**src/verilog/sfs_cfg.svh**
```systemverilog
`ifndef SFS_CFG_SVH
`define SFS_CFG_SVH

// Register byte offsets
`define SFS_OFS_CLK_DIVIDER 8'h14
`define SFS_OFS_TX_THRESHOLD 8'h18
`define SFS_OFS_RX_THRESHOLD 8'h1C
`define SFS_OFS_TX_LEVEL 8'h20
`define SFS_OFS_RX_LEVEL 8'h24
`define SFS_OFS_PORT_STATUS 8'h28
`define SFS_OFS_IRQ_MASK 8'h2C
`define SFS_OFS_IRQ_MASKED 8'h30
`define SFS_OFS_IRQ_RAW 8'h34

// Status register field positions
`define SFS_ST_BUSY 0
`define SFS_ST_TX_NOT_FULL 1
`define SFS_ST_TX_EMPTY 2
`define SFS_ST_RX_NOT_EMPTY 3
`define SFS_ST_RX_FULL 4
`define SFS_ST_TX_ERROR 5
`define SFS_ST_COLLISION 6

// Interrupt source positions, same in mask, masked and raw registers
`define SFS_IRQ_TX_EMPTY 0
`define SFS_IRQ_TX_OVERFLOW 1
`define SFS_IRQ_RX_UNDERFLOW 2
`define SFS_IRQ_RX_OVERFLOW 3
`define SFS_IRQ_RX_FULL 4
`define SFS_IRQ_CONTENTION 5

// Reset values
`define SFS_RST_DIVIDER 16'h0000
`define SFS_RST_THRESHOLD 3'h0
`define SFS_RST_MASK 6'h3F
`define SFS_RST_LEVEL 4'h0

// Default FIFO depth in entries
`define SFS_FIFO_DEPTH 8

`endif

```
**src/verilog/sfs_pkg.sv**
```systemverilog
package sfs_pkg;

  // One bit per interrupt source
  typedef logic [5:0] sfs_irq_type;

  // Serial clock generator state
  typedef enum logic [0:0] {
    SFS_CLK_STOP = 1'b0,
    SFS_CLK_RUN = 1'b1
  } sfs_clk_state_type;

endpackage : sfs_pkg

```
**src/verilog/sfs_regs.sv**
```systemverilog
// Behaviour
// Tx empty raised when level at/below threshold
// Rx full raised when level at/above threshold
// Tx level readable, zero after reset
// Rx level readable, zero after reset
// Transfer start on empty tx sets error
// Collision flag reads one after collision
// Rx full and rx not-empty status bits
// Tx empty and not-full bits, one at reset
// Busy bit follows transfer in progress
// Six mask bits, one passes, reset one
// Source order fixed in mask and status
// Masked status register, clear after reset; the code reads 0x11 after reset (tx empty and rx full sources set)
// Raw status register, clear after reset; the code reads 0x11 after reset (tx empty and rx full sources set)
// Masked is raw AND mask; drives interrupt
// Serial clock divides system clock; zero stops
//
// The plain strobed port was decided locally.
`timescale 1ns/100ps
`default_nettype none
`include "sfs_cfg.svh"

module sfs_regs #(
  parameter int DEPTH = `SFS_FIFO_DEPTH
) (
  // Clock and reset
  input wire logic clock_i,
  input wire logic rst_b_i,
  // Register port
  input wire logic [7:0] addr_i,
  input wire logic [31:0] wdata_i,
  input wire logic wr_i,
  input wire logic rd_i,
  output logic [31:0] rdata_o,
  // FIFO and transfer events from the controller
  input wire logic tx_push_i,
  input wire logic tx_pop_i,
  input wire logic rx_push_i,
  input wire logic rx_pop_i,
  input wire logic transfer_start_i,
  input wire logic transfer_active_i,
  // Link pins
  input wire logic slave_select_in_b_i,
  output logic sclk_o,
  // Interrupt
  output logic irq_o
);

  // ==========================================================
  // Elaboration checks
  // ==========================================================
  // Levels live in a 4-bit field, so depth must fit it
  if (DEPTH < 1 || DEPTH > 15) begin : g_depth_check
    $error("sfs_regs: DEPTH must be 1 to 15");
  end

  localparam logic [3:0] DEPTH_L = 4'(DEPTH);

  // Next level after one cycle of push and pop; a refused access leaves it
  function automatic logic [3:0] level_step(input logic [3:0] lvl, input logic push,
                                            input logic pop);
    logic [3:0] res;
    res = lvl;
    if (push && !pop && lvl != DEPTH_L) begin
      res = lvl + 4'h1;
    end else if (pop && !push && lvl != 4'h0) begin
      res = lvl - 4'h1;
    end
    return res;
  endfunction : level_step

  // ==========================================================
  // Registers and state
  // ==========================================================
  logic [15:0] divisor_reg;
  logic [2:0] tx_thr_reg;
  logic [2:0] rx_thr_reg;
  sfs_pkg::sfs_irq_type mask_reg;
  logic [3:0] tx_cnt_reg;
  logic [3:0] rx_cnt_reg;
  logic busy_reg;
  logic tx_err_reg;
  logic collision_reg;
  logic tx_ovf_reg;
  logic rx_ovf_reg;
  logic rx_unf_reg;
  logic contention_reg;
  logic ss_meta_reg;
  logic ss_sync_reg;
  logic ss_prev_reg;
  logic [15:0] div_cnt_reg;
  sfs_pkg::sfs_clk_state_type clk_state_reg;
  sfs_pkg::sfs_irq_type raw_next;
  sfs_pkg::sfs_irq_type masked_next;
  logic [31:0] rdata_next;
  logic rd_status;
  logic rd_raw;
  logic ss_fall;

  // ==========================================================
  // Software writable registers
  // ==========================================================
  // Divisor, thresholds and mask; other offsets ignore writes
  always_ff @(posedge clock_i or negedge rst_b_i) begin
    if (!rst_b_i) begin
      divisor_reg <= `SFS_RST_DIVIDER;
      tx_thr_reg <= `SFS_RST_THRESHOLD;
      rx_thr_reg <= `SFS_RST_THRESHOLD;
      mask_reg <= `SFS_RST_MASK;
    end else if (wr_i) begin
      case (addr_i)
        `SFS_OFS_CLK_DIVIDER: divisor_reg <= wdata_i[15:0];
        `SFS_OFS_TX_THRESHOLD: tx_thr_reg <= wdata_i[2:0];
        `SFS_OFS_RX_THRESHOLD: rx_thr_reg <= wdata_i[2:0];
        `SFS_OFS_IRQ_MASK: mask_reg <= wdata_i[5:0];
        default: begin
        end
      endcase
    end
  end

  // ==========================================================
  // FIFO levels and busy
  // ==========================================================
  // Levels track the controller's push and pop strobes
  always_ff @(posedge clock_i or negedge rst_b_i) begin
    if (!rst_b_i) begin
      tx_cnt_reg <= `SFS_RST_LEVEL;
      rx_cnt_reg <= `SFS_RST_LEVEL;
    end else begin
      tx_cnt_reg <= level_step(tx_cnt_reg, tx_push_i, tx_pop_i);
      rx_cnt_reg <= level_step(rx_cnt_reg, rx_push_i, rx_pop_i);
    end
  end

  // Busy is registered so the status read sees a stable copy
  always_ff @(posedge clock_i or negedge rst_b_i) begin
    if (!rst_b_i) begin
      busy_reg <= 1'b0;
    end else begin
      busy_reg <= transfer_active_i;
    end
  end

  // ==========================================================
  // Slave select synchroniser
  // ==========================================================
  // Pin is asynchronous; only the second and third stages are looked at
  always_ff @(posedge clock_i or negedge rst_b_i) begin
    if (!rst_b_i) begin
      ss_meta_reg <= 1'b1;
      ss_sync_reg <= 1'b1;
      ss_prev_reg <= 1'b1;
    end else begin
      ss_meta_reg <= slave_select_in_b_i;
      ss_sync_reg <= ss_meta_reg;
      ss_prev_reg <= ss_sync_reg;
    end
  end

  // Another master pulling select low means contention
  assign ss_fall = ss_prev_reg && !ss_sync_reg;

  // ==========================================================
  // Sticky event flags
  // ==========================================================
  assign rd_status = rd_i && addr_i == `SFS_OFS_PORT_STATUS;
  assign rd_raw = rd_i && (addr_i == `SFS_OFS_IRQ_RAW || addr_i == `SFS_OFS_IRQ_MASKED);

  // Error flags clear on a status read; a new event in that cycle wins
  always_ff @(posedge clock_i or negedge rst_b_i) begin
    if (!rst_b_i) begin
      tx_err_reg <= 1'b0;
      collision_reg <= 1'b0;
    end else begin
      if (transfer_start_i && tx_cnt_reg == 4'h0) begin
        tx_err_reg <= 1'b1;
      end else if (rd_status) begin
        tx_err_reg <= 1'b0;
      end
      if (ss_fall && busy_reg) begin
        collision_reg <= 1'b1;
      end else if (rd_status) begin
        collision_reg <= 1'b0;
      end
    end
  end

  // Interrupt events clear on a read of either status view
  always_ff @(posedge clock_i or negedge rst_b_i) begin
    if (!rst_b_i) begin
      tx_ovf_reg <= 1'b0;
      rx_ovf_reg <= 1'b0;
      rx_unf_reg <= 1'b0;
      contention_reg <= 1'b0;
    end else begin
      if (tx_push_i && !tx_pop_i && tx_cnt_reg == DEPTH_L) begin
        tx_ovf_reg <= 1'b1;
      end else if (rd_raw) begin
        tx_ovf_reg <= 1'b0;
      end
      if (rx_push_i && !rx_pop_i && rx_cnt_reg == DEPTH_L) begin
        rx_ovf_reg <= 1'b1;
      end else if (rd_raw) begin
        rx_ovf_reg <= 1'b0;
      end
      if (rx_pop_i && !rx_push_i && rx_cnt_reg == 4'h0) begin
        rx_unf_reg <= 1'b1;
      end else if (rd_raw) begin
        rx_unf_reg <= 1'b0;
      end
      if (ss_fall) begin
        contention_reg <= 1'b1;
      end else if (rd_raw) begin
        contention_reg <= 1'b0;
      end
    end
  end

  // ==========================================================
  // Interrupt sources
  // ==========================================================
  // Threshold sources are levels and follow the counts directly
  always_comb begin
    raw_next = '0;
    raw_next[`SFS_IRQ_TX_EMPTY] = {1'b0, tx_thr_reg} >= tx_cnt_reg;
    raw_next[`SFS_IRQ_TX_OVERFLOW] = tx_ovf_reg;
    raw_next[`SFS_IRQ_RX_UNDERFLOW] = rx_unf_reg;
    raw_next[`SFS_IRQ_RX_OVERFLOW] = rx_ovf_reg;
    raw_next[`SFS_IRQ_RX_FULL] = rx_cnt_reg >= {1'b0, rx_thr_reg};
    raw_next[`SFS_IRQ_CONTENTION] = contention_reg;
  end

  assign masked_next = raw_next & mask_reg;

  // Interrupt output is a flop so it never glitches
  always_ff @(posedge clock_i or negedge rst_b_i) begin
    if (!rst_b_i) begin
      irq_o <= 1'b0;
    end else begin
      irq_o <= |masked_next;
    end
  end

  // ==========================================================
  // Serial clock divider
  // ==========================================================
  // Runs only during a transfer; low half then high half of the period
  always_ff @(posedge clock_i or negedge rst_b_i) begin
    if (!rst_b_i) begin
      clk_state_reg <= sfs_pkg::SFS_CLK_STOP;
      div_cnt_reg <= 16'h0000;
      sclk_o <= 1'b0;
    end else begin
      case (clk_state_reg)
        sfs_pkg::SFS_CLK_STOP: begin
          div_cnt_reg <= 16'h0000;
          sclk_o <= 1'b0;
          if (divisor_reg != 16'h0000 && transfer_active_i) begin
            clk_state_reg <= sfs_pkg::SFS_CLK_RUN;
          end
        end
        sfs_pkg::SFS_CLK_RUN: begin
          if (divisor_reg == 16'h0000 || !transfer_active_i) begin
            clk_state_reg <= sfs_pkg::SFS_CLK_STOP;
            div_cnt_reg <= 16'h0000;
            sclk_o <= 1'b0;
          end else begin
            if (div_cnt_reg >= divisor_reg - 16'h0001) begin
              div_cnt_reg <= 16'h0000;
            end else begin
              div_cnt_reg <= div_cnt_reg + 16'h0001;
            end
            sclk_o <= div_cnt_reg >= {1'b0, divisor_reg[15:1]};
          end
        end
        default: begin
          clk_state_reg <= sfs_pkg::SFS_CLK_STOP;
        end
      endcase
    end
  end

  // ==========================================================
  // Read data
  // ==========================================================
  // Unmapped offsets and reserved bits read zero
  always_comb begin
    rdata_next = 32'h0000_0000;
    case (addr_i)
      `SFS_OFS_CLK_DIVIDER: rdata_next[15:0] = divisor_reg;
      `SFS_OFS_TX_THRESHOLD: rdata_next[2:0] = tx_thr_reg;
      `SFS_OFS_RX_THRESHOLD: rdata_next[2:0] = rx_thr_reg;
      `SFS_OFS_TX_LEVEL: rdata_next[3:0] = tx_cnt_reg;
      `SFS_OFS_RX_LEVEL: rdata_next[3:0] = rx_cnt_reg;
      `SFS_OFS_PORT_STATUS: begin
        rdata_next[`SFS_ST_BUSY] = busy_reg;
        rdata_next[`SFS_ST_TX_NOT_FULL] = tx_cnt_reg != DEPTH_L;
        rdata_next[`SFS_ST_TX_EMPTY] = tx_cnt_reg == 4'h0;
        rdata_next[`SFS_ST_RX_NOT_EMPTY] = rx_cnt_reg != 4'h0;
        rdata_next[`SFS_ST_RX_FULL] = rx_cnt_reg == DEPTH_L;
        rdata_next[`SFS_ST_TX_ERROR] = tx_err_reg;
        rdata_next[`SFS_ST_COLLISION] = collision_reg;
      end
      `SFS_OFS_IRQ_MASK: rdata_next[5:0] = mask_reg;
      `SFS_OFS_IRQ_MASKED: rdata_next[5:0] = masked_next;
      `SFS_OFS_IRQ_RAW: rdata_next[5:0] = raw_next;
      default: begin
      end
    endcase
  end

  // Data stands only in the cycle after the read strobe
  always_ff @(posedge clock_i or negedge rst_b_i) begin
    if (!rst_b_i) begin
      rdata_o <= 32'h0000_0000;
    end else if (rd_i) begin
      rdata_o <= rdata_next;
    end else begin
      rdata_o <= 32'h0000_0000;
    end
  end
endmodule : sfs_regs
`default_nettype wire

```
**config.mk**
```make
export PLATFORM = sky130hd
export DESIGN_NAME = sfs_regs
export DESIGN_NICKNAME = d
export VERILOG_FILES = /design/src/verilog/sfs_pkg.sv /design/src/verilog/sfs_regs.sv
export VERILOG_INCLUDE_DIRS = /design/src /design/src/verilog
export SDC_FILE = /design/constraint.sdc
export NUM_CORES = 1
export LEC_CHECK = 0
export BUFFER_PORTS_ARGS = -buffer_cell sky130_fd_sc_hd__clkbuf_2
export CELL_PAD_IN_SITES_DETAIL_PLACEMENT = 1
export CELL_PAD_IN_SITES_GLOBAL_PLACEMENT = 2
export CORE_UTILIZATION = 36
export CTS_CLUSTER_DIAMETER = 150
export DETAILED_ROUTE_END_ITERATION = 10
export PLACE_DENSITY_LB_ADDON = 0.05
export SYNTH_ARGS = -nofsm -noshare
export SYNTH_HDL_FRONTEND = slang
export SYNTH_SLANG_ARGS = --single-unit
```
**constraint.sdc**
```tcl
create_clock -name clock_i -period 4.05 [get_ports clock_i]
set_clock_uncertainty 0.15 [all_clocks]
set_input_delay 0.6075 -clock clock_i [delete_from_list [all_inputs] [get_ports clock_i]]
set_output_delay 0.6075 -clock clock_i [all_outputs]
set_load 0.01 [all_outputs]
```
Word-level counts from Yosys, hierarchy flattened
Cells that the tools add are included.
{"block": "classes", "reduce_logical": 44, "eq_ne": 13, "magnitude_cmp": 4, "n_mux": 26, "bitwise_logic": 2, "n_addsub": 6}
{"operator": "$eq 8x6->1 const B", "n": 6}
{"operator": "$mux 16", "n": 3}
{"operator": "$pmux 16 s2", "n": 1}
{"operator": "$pmux 3 s9", "n": 1}
{"operator": "$eq 8x5->1 const B", "n": 3}
{"operator": "$logic_and 1x1->1", "n": 17}
{"operator": "$add 16x1->16 const B", "n": 1}
{"operator": "$ge 16x15->1", "n": 1}
{"operator": "$ge 16x16->1", "n": 1}
{"operator": "$logic_not 16->1", "n": 1}
{"operator": "$mux 4", "n": 4}
{"operator": "$reduce_bool 16->1", "n": 1}
{"operator": "$reduce_bool 2->1", "n": 8}
{"operator": "$sub 16x1->16 const B", "n": 1}
{"operator": "$mux 1", "n": 11}
{"operator": "$pmux 2 s5", "n": 1}
{"operator": "$mux 9", "n": 1}
{"operator": "$add 4x1->4 const B", "n": 2}
{"operator": "$eq 4x4->1 const B", "n": 2}
{"operator": "$logic_not 4->1", "n": 2}
{"operator": "$ne 4x4->1 const B", "n": 2}
{"operator": "$reduce_and 2->1", "n": 4}
{"operator": "$reduce_bool 4->1", "n": 2}
{"operator": "$sub 4x1->4 const B", "n": 2}
{"operator": "9 further kinds", "n": 17}
{"block": "word_totals", "inputBits": 51, "out_inout_bits": 34, "wordCells": 116, "reg_bits": 97}

Depth between registers and ports, before layout
{"block": "logic_depth", "depth_word": 5, "ltp_mapped": 13, "ltp_nobuf": 12}

Worst setup path after synthesis
No wires, ideal clock.
{"block": "synth_path", "kind": "flip-flop to flip-flop", "startpoint": "reg divisor_reg[2]", "endpoint": "reg div_cnt_reg[10]", "arrival_ns": 3.149, "setup_ns": 0.086, "n_path_buf": 1, "path_slack_ns": 0.665, "t_required_ns": 3.814, "synth_period_minus_slack_ns": 3.385, "path_stages_with_launch": 12, "cell_sequence": "dfrtp_1 or3_4 or4_4 or3_4 nor3_2 xnor2_1 ha_1 and4_1 a221oi_1 nand4_1 buf_4 nor3_1"}
{"block": "synth_between", "elab_chain_cells": 5, "elab_cells_between_ends": 7, "cone_classes": "add/sub: 1; order compare: 1; mux: 3; reduce/logical: 2"}
{"item": "from (decl)", "line_no": "sfs_regs.sv:75", "rtl": "logic [15:0] divisor_reg;"}
{"item": "from (signal assigned)", "line_no": "sfs_regs.sv:106", "rtl": "divisor_reg <= `SFS_RST_DIVIDER;"}
{"item": "from (signal assigned)", "line_no": "sfs_regs.sv:112", "rtl": "`SFS_OFS_CLK_DIVIDER: divisor_reg <= wdata_i[15:0];"}
{"item": "$sub 16x1->16", "line_no": "sfs_regs.sv:269", "rtl": "if (div_cnt_reg >= divisor_reg - 16'h0001) begin"}
{"item": "$ge 16x16->1", "line_no": "sfs_regs.sv:269"}
{"item": "$mux 16", "line_no": "sfs_regs.sv:269"}
{"item": "$mux 16 (*)", "line_no": "sfs_regs.sv:264", "rtl": "if (divisor_reg == 16'h0000 || !transfer_active_i) begin"}
{"item": "$pmux 16 s2 (*)", "line_no": "sfs_regs.sv:255", "rtl": "case (clk_state_reg)"}
{"item": "to (signal assigned)", "line_no": "sfs_regs.sv:272", "rtl": "div_cnt_reg <= div_cnt_reg + 16'h0001;"}
{"item": "to (decl)", "line_no": "sfs_regs.sv:91", "rtl": "logic [15:0] div_cnt_reg;"}
Mark *: on every way between the ends. The rest lies on a longest branch, timed or not.
A chain may end at the register's enable or synchronous reset.

Worst setup path in the final report
{"block": "layout_path", "startpoint": "reg divisor_reg[2]", "endpoint": "reg div_cnt_reg[2]"}
The elaborated chain is that of the path after synthesis.

==> reports/results.txt <==
Level count of the clock H-tree: 3. After synthesis the cells add up to 0.00507 sq mm. The TritonCTS buffer count was 9; the clock latency of the later-clocked register in the worst-skew pair was 0.35 ns. The instance count along the most critical hold path is 1.

The transition time of the tightest slew-check pin was 1.03 ns. The tools report the number of different library cells in the post-synthesis netlist as 56. Detailed placement finished with a half-perimeter wire length of 10300 microns.

The first routing iteration left 162 violations. The pin count of the biggest net entering global routing was 82. Across all layers, the routed design uses 3902 vias.

The number of buffer and inverter stages on the critical path is 1. Share of final-layout standard cells stronger than drive strength 1: 0.233. The flow ran to the end, and the final reports show no timing, DRC or antenna violations. In the final routed layout, each cell accounts on average for 18.3 microns. Setup violations remaining at the end of the flow were counted as 0.

Root cell of the clock tree: sky130_fd_sc_hd__clkbuf_16. The critical path crosses 11 cells after its start point. The number of register bits inferred by synthesis was 81; the maximum count of clock buffers along a single path was 2. For the setup TNS, the log shows 0 ns. At the end of routability-driven placement, the weighted congestion stood at 0.801.

The core box area was 0.0138 sq mm. The tools report the max-slew violation count as 0. The critical path data arrival time is 3.66 ns, and the antenna diode instance count is 0.

The final layout contains 644 nets. The fmax is 0.282 GHz, and the count of clock tree sinks is 81. The number of cells on the worst reg-to-reg path is 11, and the global-route wire length before repair is 22600 microns. The count of filler cells inserted in the layout is 1553. The run gives 0.402 as the register area share after synthesis. The total of cells resized after clock tree synthesis came out at 0. The family with the most delay on the worst path is simple AND/OR/NAND/NOR gates. The logs give 4100 for the via count of the first global-routing pass and 0 for the quantity of hold-fixing buffers added after cts. Of all nets on the critical path, the largest fanout is 16.

The cell count after synthesis came out at 496. DRC violation count after routing: 0. The count of nets left with antenna violations once routing finished came out at 0.

The cell accounting for the most synthesized area was sky130_fd_sc_hd__dfrtp_1. For this block, the routed nets add up to 13400 microns of wire. The initial antenna violation count is 0. The completed layout was analyzed and its total power is 2.54 mW. Across the VDD grid, the largest voltage drop is 0.179 mV.

The pre-antenna-repair detailed-routing pass consisted of 4 iterations. In this design, the stage delay of the slowest critical-path cell is 0.45 ns. On the final layout, the worst hold slack is 0.188 ns.

After clock tree synthesis, the setup repair step added 0 buffers. The sort of element at the end of the critical path is a flip-flop. For the initial cell density of the core, the log shows 0.367.

Row generation in the floorplan step produced 43 rows. The path class of the lowest-slack min-delay path is input pin to flip-flop. Summing all non-filler instances in the final layout gives an area of 0.00578 sq mm.

TritonCTS built the clock tree. The final critical path time including I/O delays and setup came out at 3.55 ns. The top flip-flop cell by instance count after synthesis was sky130_fd_sc_hd__dfrtp_1. After global routing the overflow that remains totals 0.

Critical path class: flip-flop to flip-flop. For the standard cell area after detailed placement, the log shows 0.00547 sq mm. Dividing the detail-routed via count by the number of cells gives 5.32. Across the run, the number of max-cap violations was 0. The vertical die dimension works out to 121 microns.

The growth of design area from synthesis to finish works out to 13.9%. Sorting the synthesized cells by area gives the leading types as sky130_fd_sc_hd__dfrtp_1 36%, sky130_fd_sc_hd__ha_1 11%, sky130_fd_sc_hd__mux2_2 6.9%. By instance count, the cell type seen most on the critical path is sky130_fd_sc_hd__or3_4. Cell with the most instances after synthesis: sky130_fd_sc_hd__dfrtp_1. Measured along the x axis, the die boundary spans 121 microns. The total of buffers placed on input and output ports was 52. The share of async-settable or async-resettable flops after synthesis was 1.00. Slowest library cell on the worst path: sky130_fd_sc_hd__dfrtp_1. The tools report the full die area as 0.0146 sq mm. STA puts the critical path data required time at 4.16 ns. The worst setup path is launched from a flip-flop. The total count of hold-check failures in the final report was 0. The run gives 733 as the final cell count without fillers.

Setup repair after global routing left no endpoint under its margin. The global router's overall resource usage was 0.205; the ratio of total power to cell area was 440 mW/mm^2. Counting instances in the post-synthesis netlist gives the leading cell types as 72 x sky130_fd_sc_hd__dfrtp_1, 43 x sky130_fd_sc_hd__ha_1, 31 x sky130_fd_sc_hd__mux2_2, 31 x sky130_fd_sc_hd__nand2_1, 31 x sky130_fd_sc_hd__nor3_1. The area fraction of the dominant cell type after synthesis works out to 0.355. The count of warnings emitted by yosys came out at 0. Traced cell by cell, the critical path runs through or3_4, or4_4, or3_4, nor3_2, xnor2_1, ha_1, and4_1, a221oi_1, nand4_1, buf_4, nor3_1. The number of enable-type register cells in the synthesized netlist is 0, and the leakage power summed over all cells is 2.68 nW. The number of instances in the placed design was 717. The boundary pin count is 85, and the worst max-slew margin expressed relative to the limit is 0.313. The share of the cycle needed by the critical path after routing came out at 0.876. Synthesized area divided by synthesized cell count: 10.2 sq um. The clock transition at the register clock pins on the worst setup and hold paths after CTS came out at 0.06 ns.
final timing paths:
check | startpoint | to | slack, ns
min in group asynchronous | rst_b_i | tx_cnt_reg[3] | 0.30
worst max-delay path | divisor_reg[2] | div_cnt_reg[2] | 0.50
worst min register to register | ss_meta_reg | ss_sync_reg | 0.21
worst max register to register | divisor_reg[2] | div_cnt_reg[2] | 0.50
worst min-delay path | slave_select_in_b_i | ss_meta_reg | 0.19
max in group asynchronous | rst_b_i | divisor_reg[4] | 2.81
routing by layer:
metal,wire (microns),up-vias,global-route usage
li1,-,1875,-
met1,6090,1948,0.259
met2,6640,57,0.344
met3,329,22,0.0325
met4,361,0,0.0903
met5,0,-,0
metrics by stage:
| step | util | setup slack, ns |
|---|---|---|
| 2_1_floorplan | - | 0.665 |
| 3_5_place_dp | 0.396 | 0.473 |
| 3_3_place_gp | 0.396 | 0.580 |
| 4_1_cts | 0.418 | 0.441 |
| 6_report | 0.418 | 0.502 |
| 5_1_grt | 0.418 | 0.256 |
layout by cell type (no fill, tap or decap), drive strengths merged, types with 5 or more instances in the layout:
master and instances:
a21o 6, or3 6, nand3 22, ha 43, buf 7, dfstp 9, mux2 31, mux2i 6
clkbuf 60, xnor2 23, dfrtp 72, a21oi 19, nor2 18, inv 32, and3 14, xor2 10
nand2b 5, nand4 10, conb 16, nand2 31, nor3 33, a22oi 5, o21ai 14
area by class of cell:
cell class                 instances  area [sq um]  share of cell area
clock buffer                       9           225              0.0390
tap                              180           225              0.0390
sequential                        81          2040               0.353
multi-input combinational        370          2800               0.484
inverter                          28           105              0.0182
timing repair buffer              58           308              0.0532
clock inverter                     7          83.8              0.0145
power breakdown:
group	internal (mW)	total [mW]	switching [mW]
clock network	0.490	0.863	0.373
registers	0.896	1.06	0.160
logic	0.309	0.625	0.316
total	1.70	2.54	0.849
logic make-up after synthesis:
family | count (synthesis) | share of synthesized area
and+or+nand+nor | 158 | 0.170
buffers and inverters | 60 | 0.0584
other | 1 | 0.000739
adders and majority gates | 45 | 0.114
AOI/OAI and AO/OA | 78 | 0.105
DFF | 81 | 0.402
muxes | 40 | 0.0940
xor gates and xnor gates | 33 | 0.0570
(Power assumes the default switching activity.)
